===== config.mk =====
export PLATFORM = sky130hd
export DESIGN_NAME = ps2h_top
export DESIGN_NICKNAME = d
export VERILOG_FILES = /design/src/core/ps2h_pkg.sv /design/src/core/ps2h_if.sv /design/src/core/ps2h_filt.sv /design/src/core/ps2h_top.sv /design/src/core/ps2h_tx.sv
export SDC_FILE = /design/constraint.sdc
export NUM_CORES = 1
export LEC_CHECK = 0
export CORE_MARGIN = 3
export CORE_UTILIZATION = 39
export DETAILED_ROUTE_END_ITERATION = 12
export DONT_BUFFER_PORTS = 1
export GPL_TIMING_DRIVEN = 0
export PLACE_DENSITY = 0.61
export SYNTH_ARGS = -nofsm -noshare
export SYNTH_HDL_FRONTEND = slang
export SYNTH_SLANG_ARGS = --single-unit

===== constraint.sdc =====
create_clock -name core_clk -period 6.37 [get_ports core_clk]
set_input_delay 0 -clock core_clk [delete_from_list [all_inputs] [get_ports core_clk]]
set_output_delay 0 -clock core_clk [all_outputs]
set_load 0.01 [all_outputs]

===== src/core/ps2h_pkg.sv =====
package ps2h_pkg;

  // ----------------------------------------
  // Timing
  // ----------------------------------------
  localparam int CLK_MHZ        = 100;
  localparam int T_INHIBIT_US   = 100;
  localparam int INHIBIT_CYC    = T_INHIBIT_US * CLK_MHZ;
  localparam int T_FRAME_GAP_US = 200;
  localparam int FRAME_GAP_CYC  = T_FRAME_GAP_US * CLK_MHZ;
  localparam int T_RESP_MS      = 20;
  localparam int RESP_CYC       = T_RESP_MS * 1000 * CLK_MHZ;
  localparam int FILT_CYC       = 8;

  // ----------------------------------------
  // Frame layout
  // ----------------------------------------
  localparam int FRAME_LAST = 10;
  localparam int TX_LAST    = 9;
  localparam int PKT_LAST   = 2;

  // ----------------------------------------
  // Byte codes
  // ----------------------------------------
  localparam logic [7:0] CODE_EXT    = 8'he0;
  localparam logic [7:0] CODE_BRK    = 8'hf0;
  localparam logic [7:0] CODE_ACK    = 8'hfa;
  localparam logic [7:0] CODE_ECHO   = 8'hee;
  localparam logic [7:0] CODE_LSHIFT = 8'h12;
  localparam logic [7:0] CODE_RSHIFT = 8'h59;
  localparam logic [7:0] BYTE_RST    = 8'h00;

  // ----------------------------------------
  // Mouse status byte and indicator byte fields
  // ----------------------------------------
  localparam int ST_LEFT    = 0;
  localparam int ST_RIGHT   = 1;
  localparam int ST_SYNC    = 3;
  localparam int ST_X_SIGN  = 4;
  localparam int ST_Y_SIGN  = 5;
  localparam int ST_X_OVF   = 6;
  localparam int ST_Y_OVF   = 7;
  localparam int LED_SCROLL = 0;
  localparam int LED_NUM    = 1;
  localparam int LED_CAPS   = 2;

  function automatic logic odd_par(input logic [7:0] d);
    return ~^d;
  endfunction

endpackage


===== src/core/ps2h_if.sv =====
`timescale 1ns/1ps
interface ps2h_if;
  logic clk_lvl;
  logic dat_lvl;
  logic clk_fall;
  logic clk_drv;
  logic dat_drv;
  logic tx_busy;

  modport filt (output clk_lvl, dat_lvl, clk_fall);
  modport tx   (input clk_lvl, dat_lvl, clk_fall, output clk_drv, dat_drv, tx_busy);
  modport core (input clk_lvl, dat_lvl, clk_fall, clk_drv, dat_drv, tx_busy);
endinterface


===== src/core/ps2h_filt.sv =====
`timescale 1ns/1ps
module ps2h_filt import ps2h_pkg::*; (
  input  wire logic       core_clk,
  input  wire logic       rstn,
  input  wire logic [1:0] pins,
  ps2h_if.filt            bus
);
  logic [1:0] flt;
  logic       prev_q;

  // ----------------------------------------
  // Two-stage sync, then a level must hold FILT_CYC cycles
  // ----------------------------------------
  for (genvar i = 0; i < 2; i++) begin : g_wire
    logic       s1_q;
    logic       s2_q;
    logic       flt_q;
    logic [3:0] cnt_q;
    always_ff @(posedge core_clk or negedge rstn) begin
      if (!rstn) begin
        s1_q <= 1'b1;
        s2_q <= 1'b1;
      end else begin
        s1_q <= pins[i];
        s2_q <= s1_q;
      end
    end
    always_ff @(posedge core_clk or negedge rstn) begin
      if (!rstn) begin
        flt_q <= 1'b1;
        cnt_q <= '0;
      end else if (s2_q == flt_q) begin
        cnt_q <= '0;
      end else if (cnt_q == 4'(FILT_CYC - 1)) begin
        flt_q <= s2_q;
        cnt_q <= '0;
      end else begin
        cnt_q <= cnt_q + 4'h1;
      end
    end
    assign flt[i] = flt_q;
  end

  always_ff @(posedge core_clk or negedge rstn) begin
    if (!rstn) begin
      prev_q <= 1'b1;
    end else begin
      prev_q <= flt[0];
    end
  end

  assign bus.clk_lvl  = flt[0];
  assign bus.dat_lvl  = flt[1];
  assign bus.clk_fall = prev_q & ~flt[0];
endmodule


===== src/core/ps2h_top.sv =====
`timescale 1ns/1ps
module ps2h_top import ps2h_pkg::*; #(
  parameter int INHIBIT_CYC_P   = INHIBIT_CYC,
  parameter int FRAME_GAP_CYC_P = FRAME_GAP_CYC,
  parameter int RESP_CYC_P      = RESP_CYC
) (
  input  wire logic       core_clk,
  input  wire logic       rstn,
  input  wire logic       ps2_clk_pin,
  output logic            ps2_clk_val,
  output logic            ps2_clk_oe_n,
  input  wire logic       ps2_dat_pin,
  output logic            ps2_dat_val,
  output logic            ps2_dat_oe_n,
  input  wire logic       mouse_mode,
  input  wire logic       host_inhibit,
  input  wire logic       cmd_valid,
  input  wire logic [7:0] cmd_byte,
  input  wire logic [7:0] cmd_arg,
  input  wire logic       cmd_has_arg,
  output logic            cmd_ready,
  output logic            cmd_done,
  output logic            cmd_ok,
  output logic [7:0]      cmd_resp,
  output logic            rx_valid,
  output logic [7:0]      rx_data,
  output logic            rx_frame_err,
  output logic            key_valid,
  output logic [7:0]      key_code,
  output logic            key_release,
  output logic            key_extended,
  output logic            shift_held,
  output logic            mouse_valid,
  output logic            mouse_btn_l,
  output logic            mouse_btn_r,
  output logic            x_sign_bit,
  output logic            y_sign_bit,
  output logic            x_overflow_bit,
  output logic            y_overflow_bit,
  output logic [8:0]      mouse_dx,
  output logic [8:0]      mouse_dy
);
  localparam int GW = $clog2(FRAME_GAP_CYC_P + 1);
  localparam int RW = $clog2(RESP_CYC_P + 1);

  typedef enum logic [4:0] {
    SQ_IDLE  = 5'b00001,
    SQ_SEND1 = 5'b00010,
    SQ_WACK1 = 5'b00100,
    SQ_SEND2 = 5'b01000,
    SQ_WACK2 = 5'b10000
  } ps2h_sq_e;

  ps2h_if bus ();

  ps2h_sq_e      sq_q;
  logic [7:0]    c_byte_q;
  logic [7:0]    c_arg_q;
  logic          c_has_q;
  logic [RW-1:0] rt_q;
  logic          tx_start;
  logic          tx_abort;
  logic          tx_done;
  logic          tx_err;
  logic          inh_q;
  logic [10:1]   sh_q;
  logic [3:0]    bc_q;
  logic [GW-1:0] gap_q;
  logic [10:0]   frame;
  logic          frame_end;
  logic          rx_valid_q;
  logic [7:0]    rx_data_q;
  logic          rx_err_q;
  logic          consumed;
  logic          kbd_byte;
  logic          ms_byte;
  logic          ext_q;
  logic          brk_q;
  logic [1:0]    shift_q;
  logic          key_valid_q;
  logic [7:0]    key_code_q;
  logic          key_rel_q;
  logic          key_ext_q;
  logic [1:0]    pidx_q;
  logic [7:0]    st_byte_q;
  logic [7:0]    x_byte_q;
  logic          m_valid_q;
  logic [7:0]    m_st_q;
  logic [8:0]    m_dx_q;
  logic [8:0]    m_dy_q;
  logic          done_q;
  logic          ok_q;
  logic [7:0]    resp_q;

  // ----------------------------------------
  // Wire conditioning and host transmitter
  // ----------------------------------------
  ps2h_filt i_ps2h_filt (
    .core_clk (core_clk),
    .rstn     (rstn),
    .pins     ({ps2_dat_pin, ps2_clk_pin}),
    .bus      (bus)
  );

  ps2h_tx #(.INH_CYC(INHIBIT_CYC_P)) i_ps2h_tx (
    .core_clk (core_clk),
    .rstn     (rstn),
    .start    (tx_start),
    .abort    (tx_abort),
    .data     ((sq_q == SQ_SEND2) ? c_arg_q : c_byte_q),
    .done     (tx_done),
    .ack_err  (tx_err),
    .bus      (bus)
  );

  always_ff @(posedge core_clk or negedge rstn) begin
    if (!rstn) begin
      inh_q <= 1'b0;
    end else begin
      inh_q <= host_inhibit && (sq_q == SQ_IDLE) && !bus.tx_busy;
    end
  end

  assign ps2_clk_val  = 1'b0;
  assign ps2_dat_val  = 1'b0;
  assign ps2_clk_oe_n = ~(bus.clk_drv | inh_q);
  assign ps2_dat_oe_n = ~bus.dat_drv;

  // ----------------------------------------
  // Frame receiver
  // ----------------------------------------
  assign frame     = {bus.dat_lvl, sh_q};
  assign frame_end = bus.clk_fall && !bus.tx_busy && !inh_q && (bc_q == 4'(FRAME_LAST));

  always_ff @(posedge core_clk or negedge rstn) begin
    if (!rstn) begin
      sh_q  <= '0;
      bc_q  <= '0;
      gap_q <= '0;
    end else if (bus.tx_busy || inh_q) begin
      bc_q  <= '0;
      gap_q <= '0;
    end else if (bus.clk_fall) begin
      sh_q  <= frame[10:1];
      bc_q  <= frame_end ? 4'h0 : bc_q + 4'h1;
      gap_q <= '0;
    end else if (bc_q != 4'h0) begin
      if (gap_q == GW'(FRAME_GAP_CYC_P - 1)) begin
        bc_q  <= '0;
        gap_q <= '0;
      end else begin
        gap_q <= gap_q + GW'(1);
      end
    end
  end

  always_ff @(posedge core_clk or negedge rstn) begin
    if (!rstn) begin
      rx_valid_q <= 1'b0;
      rx_err_q   <= 1'b0;
      rx_data_q  <= BYTE_RST;
    end else begin
      rx_valid_q <= 1'b0;
      rx_err_q   <= 1'b0;
      if (frame_end) begin
        if (!frame[0] && frame[10] && frame[9] == odd_par(frame[8:1])) begin
          rx_valid_q <= 1'b1;
          rx_data_q  <= frame[8:1];
        end else begin
          rx_err_q <= 1'b1;
        end
      end
    end
  end

  assign consumed = rx_valid_q && (sq_q == SQ_WACK1 || sq_q == SQ_WACK2);
  assign kbd_byte = rx_valid_q && !consumed && !mouse_mode;
  assign ms_byte  = rx_valid_q && !consumed && mouse_mode;

  // ----------------------------------------
  // Keyboard decoder
  // ----------------------------------------
  always_ff @(posedge core_clk or negedge rstn) begin
    if (!rstn) begin
      ext_q <= 1'b0;
      brk_q <= 1'b0;
    end else if (rx_err_q) begin
      ext_q <= 1'b0;
      brk_q <= 1'b0;
    end else if (kbd_byte) begin
      if (rx_data_q == CODE_EXT) begin
        ext_q <= 1'b1;
      end else if (rx_data_q == CODE_BRK) begin
        brk_q <= 1'b1;
      end else begin
        ext_q <= 1'b0;
        brk_q <= 1'b0;
      end
    end
  end

  always_ff @(posedge core_clk or negedge rstn) begin
    if (!rstn) begin
      key_valid_q <= 1'b0;
      key_code_q  <= BYTE_RST;
      key_rel_q   <= 1'b0;
      key_ext_q   <= 1'b0;
    end else begin
      key_valid_q <= 1'b0;
      if (kbd_byte && rx_data_q != CODE_EXT && rx_data_q != CODE_BRK) begin
        key_valid_q <= 1'b1;
        key_code_q  <= rx_data_q;
        key_rel_q   <= brk_q;
        key_ext_q   <= ext_q;
      end
    end
  end

  always_ff @(posedge core_clk or negedge rstn) begin
    if (!rstn) begin
      shift_q <= 2'b00;
    end else if (kbd_byte && !ext_q) begin
      if (rx_data_q == CODE_LSHIFT) begin
        shift_q[0] <= ~brk_q;
      end else if (rx_data_q == CODE_RSHIFT) begin
        shift_q[1] <= ~brk_q;
      end
    end
  end

  // ----------------------------------------
  // Mouse report assembly
  // ----------------------------------------
  always_ff @(posedge core_clk or negedge rstn) begin
    if (!rstn) begin
      pidx_q    <= '0;
      st_byte_q <= BYTE_RST;
      x_byte_q  <= BYTE_RST;
    end else if (rx_err_q || !mouse_mode) begin
      pidx_q <= '0;
    end else if (ms_byte) begin
      if (pidx_q == 2'(0)) begin
        st_byte_q <= rx_data_q;
        if (rx_data_q[ST_SYNC]) begin
          pidx_q <= 2'd1;
        end
      end else if (pidx_q == 2'(PKT_LAST)) begin
        pidx_q <= '0;
      end else begin
        x_byte_q <= rx_data_q;
        pidx_q   <= pidx_q + 2'd1;
      end
    end
  end

  always_ff @(posedge core_clk or negedge rstn) begin
    if (!rstn) begin
      m_valid_q <= 1'b0;
      m_st_q    <= BYTE_RST;
      m_dx_q    <= '0;
      m_dy_q    <= '0;
    end else begin
      m_valid_q <= 1'b0;
      if (ms_byte && pidx_q == 2'(PKT_LAST) && !rx_err_q) begin
        m_valid_q <= 1'b1;
        m_st_q    <= st_byte_q;
        m_dx_q    <= {st_byte_q[ST_X_SIGN], x_byte_q};
        m_dy_q    <= {st_byte_q[ST_Y_SIGN], rx_data_q};
      end
    end
  end

  // ----------------------------------------
  // Command sequencer: command, wait answer, optional argument
  // ----------------------------------------
  assign tx_start = (sq_q == SQ_SEND1 || sq_q == SQ_SEND2) && !bus.tx_busy;
  assign tx_abort = (sq_q != SQ_IDLE) && (rt_q == RW'(RESP_CYC_P - 1));

  always_ff @(posedge core_clk or negedge rstn) begin
    if (!rstn) begin
      rt_q <= '0;
    end else if (sq_q == SQ_IDLE || tx_start || tx_abort) begin
      rt_q <= '0;
    end else begin
      rt_q <= rt_q + RW'(1);
    end
  end

  always_ff @(posedge core_clk or negedge rstn) begin
    if (!rstn) begin
      sq_q     <= SQ_IDLE;
      c_byte_q <= BYTE_RST;
      c_arg_q  <= BYTE_RST;
      c_has_q  <= 1'b0;
    end else if (tx_abort || (tx_done && tx_err)) begin
      sq_q <= SQ_IDLE;
    end else begin
      unique case (sq_q)
        SQ_IDLE: begin
          if (cmd_valid && !bus.tx_busy) begin
            c_byte_q <= cmd_byte;
            c_arg_q  <= cmd_arg;
            c_has_q  <= cmd_has_arg;
            sq_q     <= SQ_SEND1;
          end
        end
        SQ_SEND1: if (tx_start) sq_q <= SQ_WACK1;
        SQ_WACK1: begin
          if (rx_valid_q) begin
            sq_q <= (rx_data_q == CODE_ACK && c_has_q) ? SQ_SEND2 : SQ_IDLE;
          end
        end
        SQ_SEND2: if (tx_start) sq_q <= SQ_WACK2;
        SQ_WACK2: if (rx_valid_q) sq_q <= SQ_IDLE;
      endcase
    end
  end

  always_ff @(posedge core_clk or negedge rstn) begin
    if (!rstn) begin
      done_q <= 1'b0;
      ok_q   <= 1'b0;
      resp_q <= BYTE_RST;
    end else begin
      done_q <= 1'b0;
      if (tx_abort || (tx_done && tx_err && sq_q != SQ_IDLE)) begin
        done_q <= 1'b1;
        ok_q   <= 1'b0;
      end else if (consumed && !(sq_q == SQ_WACK1 && rx_data_q == CODE_ACK && c_has_q)) begin
        done_q <= 1'b1;
        ok_q   <= (rx_data_q == CODE_ACK) || (rx_data_q == CODE_ECHO);
        resp_q <= rx_data_q;
      end
    end
  end

  // ----------------------------------------
  // Outputs
  // ----------------------------------------
  assign cmd_ready      = (sq_q == SQ_IDLE) && !bus.tx_busy;
  assign cmd_done       = done_q;
  assign cmd_ok         = ok_q;
  assign cmd_resp       = resp_q;
  assign rx_valid       = rx_valid_q;
  assign rx_data        = rx_data_q;
  assign rx_frame_err   = rx_err_q;
  assign key_valid      = key_valid_q;
  assign key_code       = key_code_q;
  assign key_release    = key_rel_q;
  assign key_extended   = key_ext_q;
  assign shift_held     = |shift_q;
  assign mouse_valid    = m_valid_q;
  assign mouse_btn_l    = m_st_q[ST_LEFT];
  assign mouse_btn_r    = m_st_q[ST_RIGHT];
  assign x_sign_bit     = m_st_q[ST_X_SIGN];
  assign y_sign_bit     = m_st_q[ST_Y_SIGN];
  assign x_overflow_bit = m_st_q[ST_X_OVF];
  assign y_overflow_bit = m_st_q[ST_Y_OVF];
  assign mouse_dx       = m_dx_q;
  assign mouse_dy       = m_dy_q;
endmodule


===== src/core/ps2h_tx.sv =====
`timescale 1ns/1ps
module ps2h_tx import ps2h_pkg::*; #(
  parameter int INH_CYC = INHIBIT_CYC
) (
  input  wire logic       core_clk,
  input  wire logic       rstn,
  input  wire logic       start,
  input  wire logic       abort,
  input  wire logic [7:0] data,
  output logic            done,
  output logic            ack_err,
  ps2h_if.tx              bus
);
  localparam int CW = $clog2(INH_CYC + 1);

  typedef enum logic [4:0] {
    TX_IDLE = 5'b00001,
    TX_INH  = 5'b00010,
    TX_BITS = 5'b00100,
    TX_ACK  = 5'b01000,
    TX_END  = 5'b10000
  } ps2h_tx_e;

  ps2h_tx_e      st_q;
  logic [CW-1:0] cnt_q;
  logic [9:0]    sh_q;
  logic [3:0]    idx_q;
  logic          clk_drv_q;
  logic          dat_drv_q;
  logic          done_q;
  logic          err_q;
  logic          inh_end;

  assign inh_end     = (st_q == TX_INH) && (cnt_q == CW'(INH_CYC - 1));
  assign bus.tx_busy = (st_q != TX_IDLE);
  assign bus.clk_drv = clk_drv_q;
  assign bus.dat_drv = dat_drv_q;
  assign done        = done_q;
  assign ack_err     = err_q;

  // ----------------------------------------
  // Sequence
  // ----------------------------------------
  always_ff @(posedge core_clk or negedge rstn) begin
    if (!rstn) begin
      st_q <= TX_IDLE;
    end else if (abort) begin
      st_q <= TX_IDLE;
    end else begin
      unique case (st_q)
        TX_IDLE: if (start) st_q <= TX_INH;
        TX_INH:  if (inh_end) st_q <= TX_BITS;
        TX_BITS: if (bus.clk_fall && idx_q == 4'(TX_LAST)) st_q <= TX_ACK;
        TX_ACK:  if (bus.clk_fall) st_q <= TX_END;
        TX_END:  if (bus.clk_lvl && bus.dat_lvl) st_q <= TX_IDLE;
      endcase
    end
  end

  always_ff @(posedge core_clk or negedge rstn) begin
    if (!rstn) begin
      sh_q  <= '0;
      cnt_q <= '0;
      idx_q <= '0;
    end else if (st_q == TX_IDLE && start) begin
      sh_q  <= {1'b1, odd_par(data), data};
      cnt_q <= '0;
      idx_q <= '0;
    end else if (st_q == TX_INH) begin
      cnt_q <= cnt_q + CW'(1);
    end else if (st_q == TX_BITS && bus.clk_fall) begin
      sh_q  <= {1'b1, sh_q[9:1]};
      idx_q <= idx_q + 4'h1;
    end
  end

  // ----------------------------------------
  // Wire drivers: pull low only
  // ----------------------------------------
  always_ff @(posedge core_clk or negedge rstn) begin
    if (!rstn) begin
      clk_drv_q <= 1'b0;
      dat_drv_q <= 1'b0;
    end else if (abort) begin
      clk_drv_q <= 1'b0;
      dat_drv_q <= 1'b0;
    end else if (st_q == TX_IDLE && start) begin
      clk_drv_q <= 1'b1;
    end else if (inh_end) begin
      clk_drv_q <= 1'b0;
      dat_drv_q <= 1'b1;
    end else if (st_q == TX_BITS && bus.clk_fall) begin
      dat_drv_q <= ~sh_q[0];
    end
  end

  always_ff @(posedge core_clk or negedge rstn) begin
    if (!rstn) begin
      done_q <= 1'b0;
      err_q  <= 1'b0;
    end else begin
      done_q <= (st_q == TX_END) && bus.clk_lvl && bus.dat_lvl && !abort;
      if (st_q == TX_ACK && bus.clk_fall) begin
        err_q <= bus.dat_lvl;
      end
    end
  end
endmodule


# Word-level counts from Yosys, hierarchy flattened
# Index checks and enable logic that the tools add are counted.
# totals
regBits	205
in_bits	24
out_inout_bits	62
wordCells	270
# op_classes
n_addsub	8
n_eq_ne	46
n_mux	68
bitwise	16
reduce_logical	85
# ops
op	n
two-way mux 15 bit	4
two-way mux 5 bit	12
two-way mux 4 bit	13
case mux 5 bit (5 select lines)	2
logical AND 1 bit	35
== test 8 bit (second input constant)	4
two-way mux 10 bit	3
two-way mux 14 bit	2
two-way mux 1 bit	25
AND reduction 2 bit	12
adder 21 x 1 -> 21 bit (second input constant)	1
== test 21 bit (second input constant)	1
two-way mux 21 bit	1
!= test 3 x 1 -> 1 bit (second input constant)	7
adder 4 x 1 -> 4 bit (second input constant)	4
!= test 8 bit (second input constant)	2
XNOR reduction 8 bit	2
adder 15 x 1 -> 15 bit (second input constant)	1
== test 15 bit (second input constant)	1
adder 14 x 1 -> 14 bit (second input constant)	1
== test 14 bit (second input constant)	1
inverter 1 bit	14
nonzero test 3 bit	4
== test 5 x 1 -> 1 bit (second input constant)	2
other kinds (29)	69

# Logic depth before layout (Yosys ltp)
# Gate-level depths: netlist (run 1).
# logic_depth
ltp_word	9
mapped_depth	9
mapped_depth_nobuf	7

# By module
# From an unflattened synthesis (run 1), not the netlist that was laid out.
# unflattened
cells_unflattened	795
area_unflattened_um2	9220.1
# modules_own_cells
module	n_inst	cells_each	area_each_um2	seq_area_each_um2
ps2h_top	1	555	6721.4	3679.8
ps2h_tx	1	198	1921.8	927.1
ps2h_filt	1	42	576.8	384.1

# Worst setup path after synthesis (run 1)
# No wires, ideal clock.
# synth_path
path_type	reg-to-reg
startpoint	reg i_ps2h_tx.st_q[2]
endpoint	reg rx_data_q[0] (netlist: rx_data[0])
setup_ns	0.125
arrival_time_ns	2.100
required_ns	6.245
setup_slack_ns	4.146
stages_incl_launch_ff	7
n_path_buf	0
period_less_slack_ns	2.224
cell_sequence	dfrtp_1 -> nor4_4 -> nand2_2 -> nor3_4 -> nand2_4 -> nor4b_4 -> mux2_2
# synth_between
elab_chain_cells	6
# synth_rtl
element	line	text
start: declaration	ps2h_tx.sv:24	ps2h_tx_e st_q;
start signal: assignment	ps2h_tx.sv:46	st_q <= TX_IDLE;
start signal: assignment	ps2h_tx.sv:48	st_q <= TX_IDLE;
start signal: assignment	ps2h_tx.sv:51	TX_IDLE: if (start) st_q <= TX_INH;
!= test 5 x 1 -> 1 bit	ps2h_tx.sv:35	assign bus.tx_busy = (st_q != TX_IDLE);
zero test 1 bit	ps2h_top.sv:133	assign frame_end = bus.clk_fall && !bus.tx_busy && !inh_q && (bc_q == 4'(FRAME_LAST));
logical AND 1 bit (3 in a row)	ps2h_top.sv:133	
AND reduction 2 bit (no source line)	--	
end signal: assignment	ps2h_top.sv:168	rx_data_q <= frame[8:1];
end: declaration	ps2h_top.sv:72	logic [7:0] rx_data_q;
# No other way between the ends.
# A chain may end at the register's enable or synchronous reset.

# Final worst setup path (run 1)
# layout_path
startpoint	reg sq_q[1]
endpoint	reg resp_q[7] (netlist: cmd_resp[7])
# layout_between
elab_chain_cells	6
word_cells_on_any_way	14
cone_classes	eq/ne: 3; bitwise: 1; reduce/logical: 10
# layout_rtl
element	line	text
start: declaration	ps2h_top.sv:56	ps2h_sq_e sq_q;
start signal: assignment	ps2h_top.sv:310	sq_q <= (rx_data_q == CODE_ACK && c_has_q) ? SQ_SEND2 : SQ_IDLE;
== test 5 x 3 -> 1 bit	ps2h_top.sv:176, ps2h_top.sv:329	
logical AND 1 bit (2 in a row)	ps2h_top.sv:329	end else if (consumed && !(sq_q == SQ_WACK1 && rx_data_q == CODE_ACK && c_has_q)) begin
zero test 1 bit	ps2h_top.sv:329	
logical AND 1 bit	ps2h_top.sv:329	
AND reduction 2 bit (no source line) (*)	--	
end signal: assignment	ps2h_top.sv:332	resp_q <= rx_data_q;
end: declaration	ps2h_top.sv:93	logic [7:0] resp_q;
# Mark *: on every way between the ends. The rest lies on a longest branch, timed or not.

==> flow_metrics.py, run 1 <==
metrics = {
    "run_status": {
        "status": "completed",
    },
    "grt": {
        "grt_max_degree": 200,
        "grt_pass1_wl_mm": 29.3,
        "grt_overflow": 0,
        "grtUsageTotal": 0.145,
        "grt_pass1_vias": 5689,
        "antenna_found_initial": 0,
    },
    "clock_network": {
        "cts_buffers": 17,
        "ctsLongestPathBuffers": 2,
        "cts_sinks": 199,
        "clkLatencyLatePin_ns": 0.45,
        "postCtsSetupRepairBufs": 0,
        "path_clk_slew_ns": 0.08,
        "htree_levels": 4,
        "cts_resized": 0,
        "cts-root-buf": "clkbuf_16",
        "cts_hold_buf": 24,
        "cts_tree": "yes",
    },
    "worst_setup_path": {
        "cp-end-kind": "flip-flop",
        "cpMaxStageDelayCell": "nor4_1",
        "critPathLaunchType": "flip-flop",
        "reg2reg_from": "sq_q[1]$_DFFE_PN0P_",
        "crit_top_cell": "clkbuf_1",
        "reg2reg_slack_ns": 3.62,
        "cp.required_ns": 6.70,
        "r2r-end": "cmd_resp[7]$_DFFE_PN0P_",
        "path_cells": "clkbuf_1 -> nor2_1 -> and3_1 -> clkbuf_1 -> nor4_1 -> a31oi_1 -> nand2b_1 -> buf_2 -> mux2_2",
        "arrival_ns": 3.08,
        "cp_max_fo": 9,
        "critPathKind": "reg -> reg",
        "r2r_cells": 9,
        "critPathMaxStageDelay_ns": 0.66,
    },
    "synthesis": {
        "yosys_warnings": 0,
        "yosys-top-cells-count": "190 x dfrtp_1, 90 x nor2_1, 87 x mux2_2",
        "async_flop_share": 1.00,
        "synth_top_area_share": 0.528,
        "synth.area.top_cells": "dfrtp_1 53%, mux2_2 11%, xnor2_1 4.0%",
        "synth-main-ff-cell": "dfrtp_1",
        "syn_avg_cell_area_um2": 11.3,
        "synth.cell_area_mm2": 0.00900,
        "synth_cell_types": 59,
        "synth_cells": 797,
        "yosysTopAreaCell": "dfrtp_1",
        "ys_seq_area_frac": 0.555,
        "synth_seq_cells": 199,
        "synth_most_common_cell": "dfrtp_1",
        "synth_edf_count": 0,
    },
    "min_path": {
        "worst_hold_path.endpoint": "st_byte_q[4]$_DFFE_PN0P_",
        "hp-start": "mouse_mode",
        "hold_path_depth": 3,
        "hold_path_class": "in -> reg",
    },
    "floorplan": {
        "dieHeight_um": 158,
        "fp.dieArea_mm2": 0.0249,
        "die_w_um": 158,
        "initial_utilization": 0.405,
        "rows": 54,
        "core_area_mm2": 0.0222,
        "io_pins": 86,
    },
    "timing": {
        "fin_crit_ns": 2.75,
        "tns_ns": 0,
        "setup_violations": 0,
        "grt_setup_unrepaired": "no",
        "finalMaxSlewViolations": 0,
        "hold_slack_ns": 0.0722,
        "hold_violations": 0,
        "fmaxAchievable_mhz": 364,
        "max_slew.worst_pin.slew_ns": 1.12,
        "fin_crit_sh": 0.432,
        "relSlewSlack": 0.252,
        "fin_skew_ns": 0.0142,
    },
    "route": {
        "firstDrtPassIters": 4,
        "dr.first_iter.drc_count": 441,
        "viasPerCell": 5.11,
        "routedWlPerCell_um": 15.6,
        "vias": 5797,
        "drcViolationCount": 0,
        "routed_wl_mm": 17.7,
        "ant_nets": 0,
    },
    "layout": {
        "multi_input_area_mm2": 0.00381,
        "regArea_mm2": 0.00499,
        "n_antenna_cell": 0,
        "nFillCells": 2032,
        "nNetsFinal": 875,
        "area_growth_pct": 13.9,
        "drive_gt1_frac": 0.176,
    },
    "power": {
        "leakagePower_uw": 0.00480,
        "peakVddDrop_mv": 0.245,
        "power_density_mw_per_mm2": 250,
    },
    "flow_run": {
        "max_cap_violations": 0,
    },
    "place": {
        "portBuffers": 0,
        "place_hpwl_mm": 11.7,
        "gp_congestion": 0.787,
    },
}
==> sequential cells by signal, summed over array words and instances, names as in the netlist, 4 cells and up <==
signal and cells:
rx_data 8, bc_q 4, rt_q 21, i_ps2h_tx.sh_q 10, gap_q 15, mouse_dx 8, i_ps2h_tx.st_q 5, cmd_resp 8
i_ps2h_tx.idx_q 4, sh_q 10, sq_q 5, key_code 8, i_ps2h_filt.g_wire.cnt_q 8, mouse_dy 8, c_byte_q 8, m_st_q 6
x_byte_q 8, st_byte_q 6, c_arg_q 8, i_ps2h_tx.cnt_q 14
==> area by class of cell <==
type	instances	share of cell area
sequential	199	0.487
multi-input combinational	553	0.372
clock buffer	17	0.0415
tap	280	0.0342
timing repair buffer	24	0.0251
clock inverter	15	0.0212
buffer	30	0.0133
inverter	16	0.00586
==> placed cells by master (no fill, tap or decap), drive strengths merged, types with 4 or more instances in the layout <==
| master | synthesis | routed |
|---|---|---|
| xnor2 | 41 | 41 |
| nand4 | 12 | 12 |
| nand2b | 5 | 5 |
| nand3 | 31 | 31 |
| dfstp | 9 | 9 |
| clkbuf | 19 | 36 |
| ha | 10 | 10 |
| a21oi | 27 | 27 |
| dfrtp | 190 | 190 |
| dlygate4sd3 | 0 | 23 |
| o22a | 6 | 6 |
| nand2 | 72 | 72 |
| xor2 | 33 | 33 |
| nor3 | 23 | 23 |
| mux2 | 87 | 87 |
| a211oi | 4 | 4 |
| or3 | 8 | 8 |
| buf | 11 | 12 |
| clkinv | 1 | 8 |
| nor2 | 90 | 90 |
| nor2b | 9 | 9 |
| inv | 15 | 22 |
| o21ai | 13 | 13 |
| nor4b | 4 | 4 |
| nand3b | 9 | 9 |
| nor4 | 10 | 10 |
| mux2i | 11 | 11 |
| and3 | 15 | 15 |
==> how the worst max path moves through the flow <==
stage                                             start                 endpoint  slack (ns)
final                               sq_q[1]$_DFFE_PN0P_  cmd_resp[7]$_DFFE_PN0P_        3.62
after CTS                           sq_q[1]$_DFFE_PN0P_  cmd_resp[7]$_DFFE_PN0P_        3.65
after global placement           rx_data[3]$_DFFE_PN0P_  cmd_resp[0]$_DFFE_PN0P_        3.73
after global routing                sq_q[1]$_DFFE_PN0P_  cmd_resp[3]$_DFFE_PN0P_        3.38
after floorplan           i_ps2h_tx.st_q[2]$_DFFE_PN0P_   rx_data[0]$_DFFE_PN0P_        4.15
after detailed placement            sq_q[1]$_DFFE_PN0P_  cmd_resp[6]$_DFFE_PN0P_        3.69
==> metal layers <==
metal	wire [µm]	share of wire	GRT usage	vias up
met5	0	0	0	-
met3	809	0.046	0.0350	12
li1	-	-	-	2824
met4	160	0.0091	0.0372	0
met2	8010	0.45	0.223	100
met1	8700	0.49	0.208	2861
==> kinds of logic after synthesis <==
logic type	count (synthesis)	synth area share
muxes	98	0.121
xor gates and xnor gates	74	0.0720
and+or+nand+nor	305	0.171
AOI/OAI and AO/OA	64	0.0448
other	1	0.000417
adders and majority gates	10	0.0139
DFF	199	0.555
buffers and inverters	46	0.0218
==> stage by stage <==
step / total power [µW] / setup slack (ns) / instances / utilization / area [µm²]
2_1_floorplan: 1390 / 4.15 / 798 / - / 9000
5_1_grt: 2660 / 3.38 / 1134 / 0.461 / 10300
6_report: 2560 / 3.62 / 1134 / 0.461 / 10300
3_3_place_gp: 1410 / 3.73 / 1078 / 0.421 / 9350
4_1_cts: 2600 / 3.65 / 1134 / 0.461 / 10300
3_5_place_dp: 1410 / 3.69 / 1078 / 0.421 / 9350
==> where the power goes <==
part           total, µW  switching, µW  internal (µW)
Sequential          1320           26.9           1290
Combinational       98.1           56.3           41.8
Clock               1140            563            581
Total               2560            646           1920
==> critical path: cells and delay by family (launching register included) <==
| family | cells | cell delay [ns] |
|---|---|---|
| flops | 1 | 0.33 |
| simple gates | 4 | 1.05 |
| compound gates | 1 | 0.18 |
| buf+inv | 3 | 0.73 |
| mux | 1 | 0.36 |
No activity file was read; power rests on OpenSTA's default activity.
==> run 2, diff against run 1 <==
- PLACE_DENSITY: 0.61 -> 0.63
- clock period: 6.37 -> 2.33 ns (I/O delays scaled with it)
==> run 2 against run 1 <==
  * The flow now finishes with violations (negative hold slack)
  * Critical path depth is 1 lower
  * Sequential power rose to 2.7 times the previous value
  * Sequential share of layout area fell by 0.83 points
  * Critical path type unchanged
  * Largest cell class unchanged
  * Highest routed layer unchanged
==> flow_metrics.py, run 2 (synthesis results as in run 1) <==
metrics = {
    "grt": {
        "grt_overflow": 0,
        "antenna_found_initial": 0,
        "grt_max_degree": 200,
        "grtUsageTotal": 0.147,
        "grt_pass1_wl_mm": 29.5,
        "grt_pass1_vias": 5722,
    },
    "timing": {
        "hold_slack_ns": -0.734,
        "hold_violations": 199,
        "fin_crit_sh": 0.950,
        "setup_violations": 0,
        "fin_skew_ns": 0.0210,
        "fin_ws_ns": 0.116,
        "grt_setup_unrepaired": "yes",
        "relSlewSlack": 0.540,
        "fin_crit_ns": 2.21,
        "fmaxAchievable_mhz": 452,
        "finalMaxSlewViolations": 0,
        "max_slew.worst_pin.slew_ns": 0.690,
    },
    "layout": {
        "final_cell_mix": "184 x dfrtp_1, 88 x nor2_1, 84 x mux2_2",
        "top_regs": "rt_q: 21 flops, gap_q: 15 flops, i_ps2h_tx.cnt_q: 14 flops",
        "area_growth_pct": 16.1,
        "nFillCells": 2001,
        "drive_gt1_frac": 0.216,
        "stdcell_count": 1137,
        "regArea_mm2": 0.00500,
        "n_antenna_cell": 0,
        "final_util": 0.470,
        "multi_input_area_mm2": 0.00395,
        "top_register": "rt_q",
        "nNetsFinal": 878,
        "final_common_cell": "dfrtp_1",
        "largest_reg_flops": 21,
    },
    "worst_setup_path": {
        "critPathMaxStageDelay_ns": 0.42,
        "crit_family": "simple AND/OR/NAND/NOR gates",
        "cp_max_fo": 10,
        "path_cells": "clkbuf_4 -> and4b_1 -> nand3_1 -> or3_4 -> nand3_4 -> nand2b_4 -> buf_6 -> mux2_2",
        "critPathKind": "reg -> reg",
        "arrival_ns": 2.54,
        "cp-end-kind": "flip-flop",
        "critPathBufInv": 2,
        "cp.required_ns": 2.65,
        "cpMaxStageDelayCell": "dfrtp_1",
        "critPathLaunchType": "flip-flop",
    },
    "floorplan": {
        "die_w_um": 158,
        "core_area_mm2": 0.0222,
        "initial_utilization": 0.405,
        "dieHeight_um": 158,
        "io_pins": 86,
        "rows": 54,
        "fp.dieArea_mm2": 0.0249,
    },
    "power": {
        "leakagePower_uw": 0.00486,
        "power_density_mw_per_mm2": 661,
        "p_total_uw": 6900,
        "peakVddDrop_mv": 0.496,
    },
    "route": {
        "viasPerCell": 5.18,
        "dr.first_iter.drc_count": 397,
        "drcViolationCount": 0,
        "firstDrtPassIters": 5,
        "routedWlPerCell_um": 15.9,
        "vias": 5887,
        "routed_wl_mm": 18.1,
        "ant_nets": 0,
    },
    "clock_network": {
        "cts-root-buf": "clkbuf_16",
        "path_clk_slew_ns": 0.08,
        "ctsLongestPathBuffers": 2,
        "clkLatencyLatePin_ns": 0.45,
        "cts_buffers": 17,
        "htree_levels": 4,
        "cts_tree": "yes",
        "cts_hold_buf": 22,
        "cts_sinks": 199,
    },
    "place": {
        "place_hpwl_mm": 12.1,
        "portBuffers": 0,
        "dp.cells": 1078,
        "gp_congestion": 0.789,
        "place_ws_ns": -0.345,
    },
    "run_status": {
        "violations": "negative hold slack",
        "status": "finished with violations",
    },
    "min_path": {
        "hold_path_class": "in -> async",
    },
    "flow_run": {
        "max_cap_violations": 0,
    },
}
-- run 2: cell types whose count changed in the layout (fill, tap and decap cells not counted), moves of 5 or more --
cell / previous run / this run
clkbuf_1: 18 / 9
buf_4: 4 / 11
dfrtp_1: 190 / 184
dfrtp_2: 0 / 6
clkbuf_2: 1 / 6
nor4_1: 9 / 4
-- run 2: worst register-to-register path, delay by kind of cell, from the launching register on --
family | cells | cell delay (ns)
buffers and inverters | 2 | 0.39
flip-flops | 1 | 0.42
multiplexers | 1 | 0.35
AND/OR/NAND/NOR | 5 | 0.93
-- run 2: path summary, 6_finish.rpt --
kind,cells past startpoint,endpoint,start,slack (ns)
worst min register to register,0,i_ps2h_filt.g_wire[0].s2_q$_DFF_PN1_,i_ps2h_filt.g_wire[0].s1_q$_DFF_PN1_,0.36
worst max register to register,8,cmd_resp[1]$_DFFE_PN0P_,rx_data[3]$_DFFE_PN0P_,0.12
min in group core_clk,3,st_byte_q[4]$_DFFE_PN0P_,mouse_mode,0.07
worst max-delay path,8,cmd_resp[1]$_DFFE_PN0P_,rx_data[3]$_DFFE_PN0P_,0.12
worst min-delay path,0,c_arg_q[2]$_DFFE_PN0P_,rstn,-0.73
max in group asynchronous,0,i_ps2h_filt.g_wire[1].s2_q$_DFF_PN1_,rstn,2.61
-- run 2: final cells by class --
type                            instances  area share
Inverter                               16     0.00611
Clock buffer                           17      0.0407
Buffer                                 27      0.0147
Clock inverter                         15      0.0210
Multi-Input combinational cell        553       0.378
Timing Repair Buffer                   30      0.0272
Sequential cell                       199       0.478
Tap cell                              280      0.0335
-- run 2: what timing repair did --
item,in CTS,in global routing
setup endpoints to repair,113,94
endpoints found under the hold margin,233,199
gates cloned,0,1
buffers inserted,3,4
resized for setup,22,26
pin swaps,2,8
-- run 2: metrics by stage --
step                      cell area (µm²)  setup TNS [ns]
final                               10400               0
after global routing                10400               0
after CTS                           10300               0
after detailed placement             9350          -16.54
after global placement               9350          -12.28
after floorplan                      9000               0
-- run 2: routing by layer --
| metal | vias to the layer above | track usage | part of all wire |
|---|---|---|---|
| met1 | 2916 | 0.207 | 0.48 |
| met3 | 14 | 0.0372 | 0.047 |
| li1 | 2841 | - | - |
| met2 | 116 | 0.229 | 0.46 |
| met5 | - | 0 | 0 |
| met4 | 0 | 0.0380 | 0.013 |
-- run 2: power by group --
part	leakage (µW)	total [µW]	switching, µW	internal, µW
Combinational	0.00186	194	87.1	107
Clock	0.000308	3100	1580	1510
Sequential	0.00269	3610	75.0	3540
Total	0.00486	6900	1740	5160
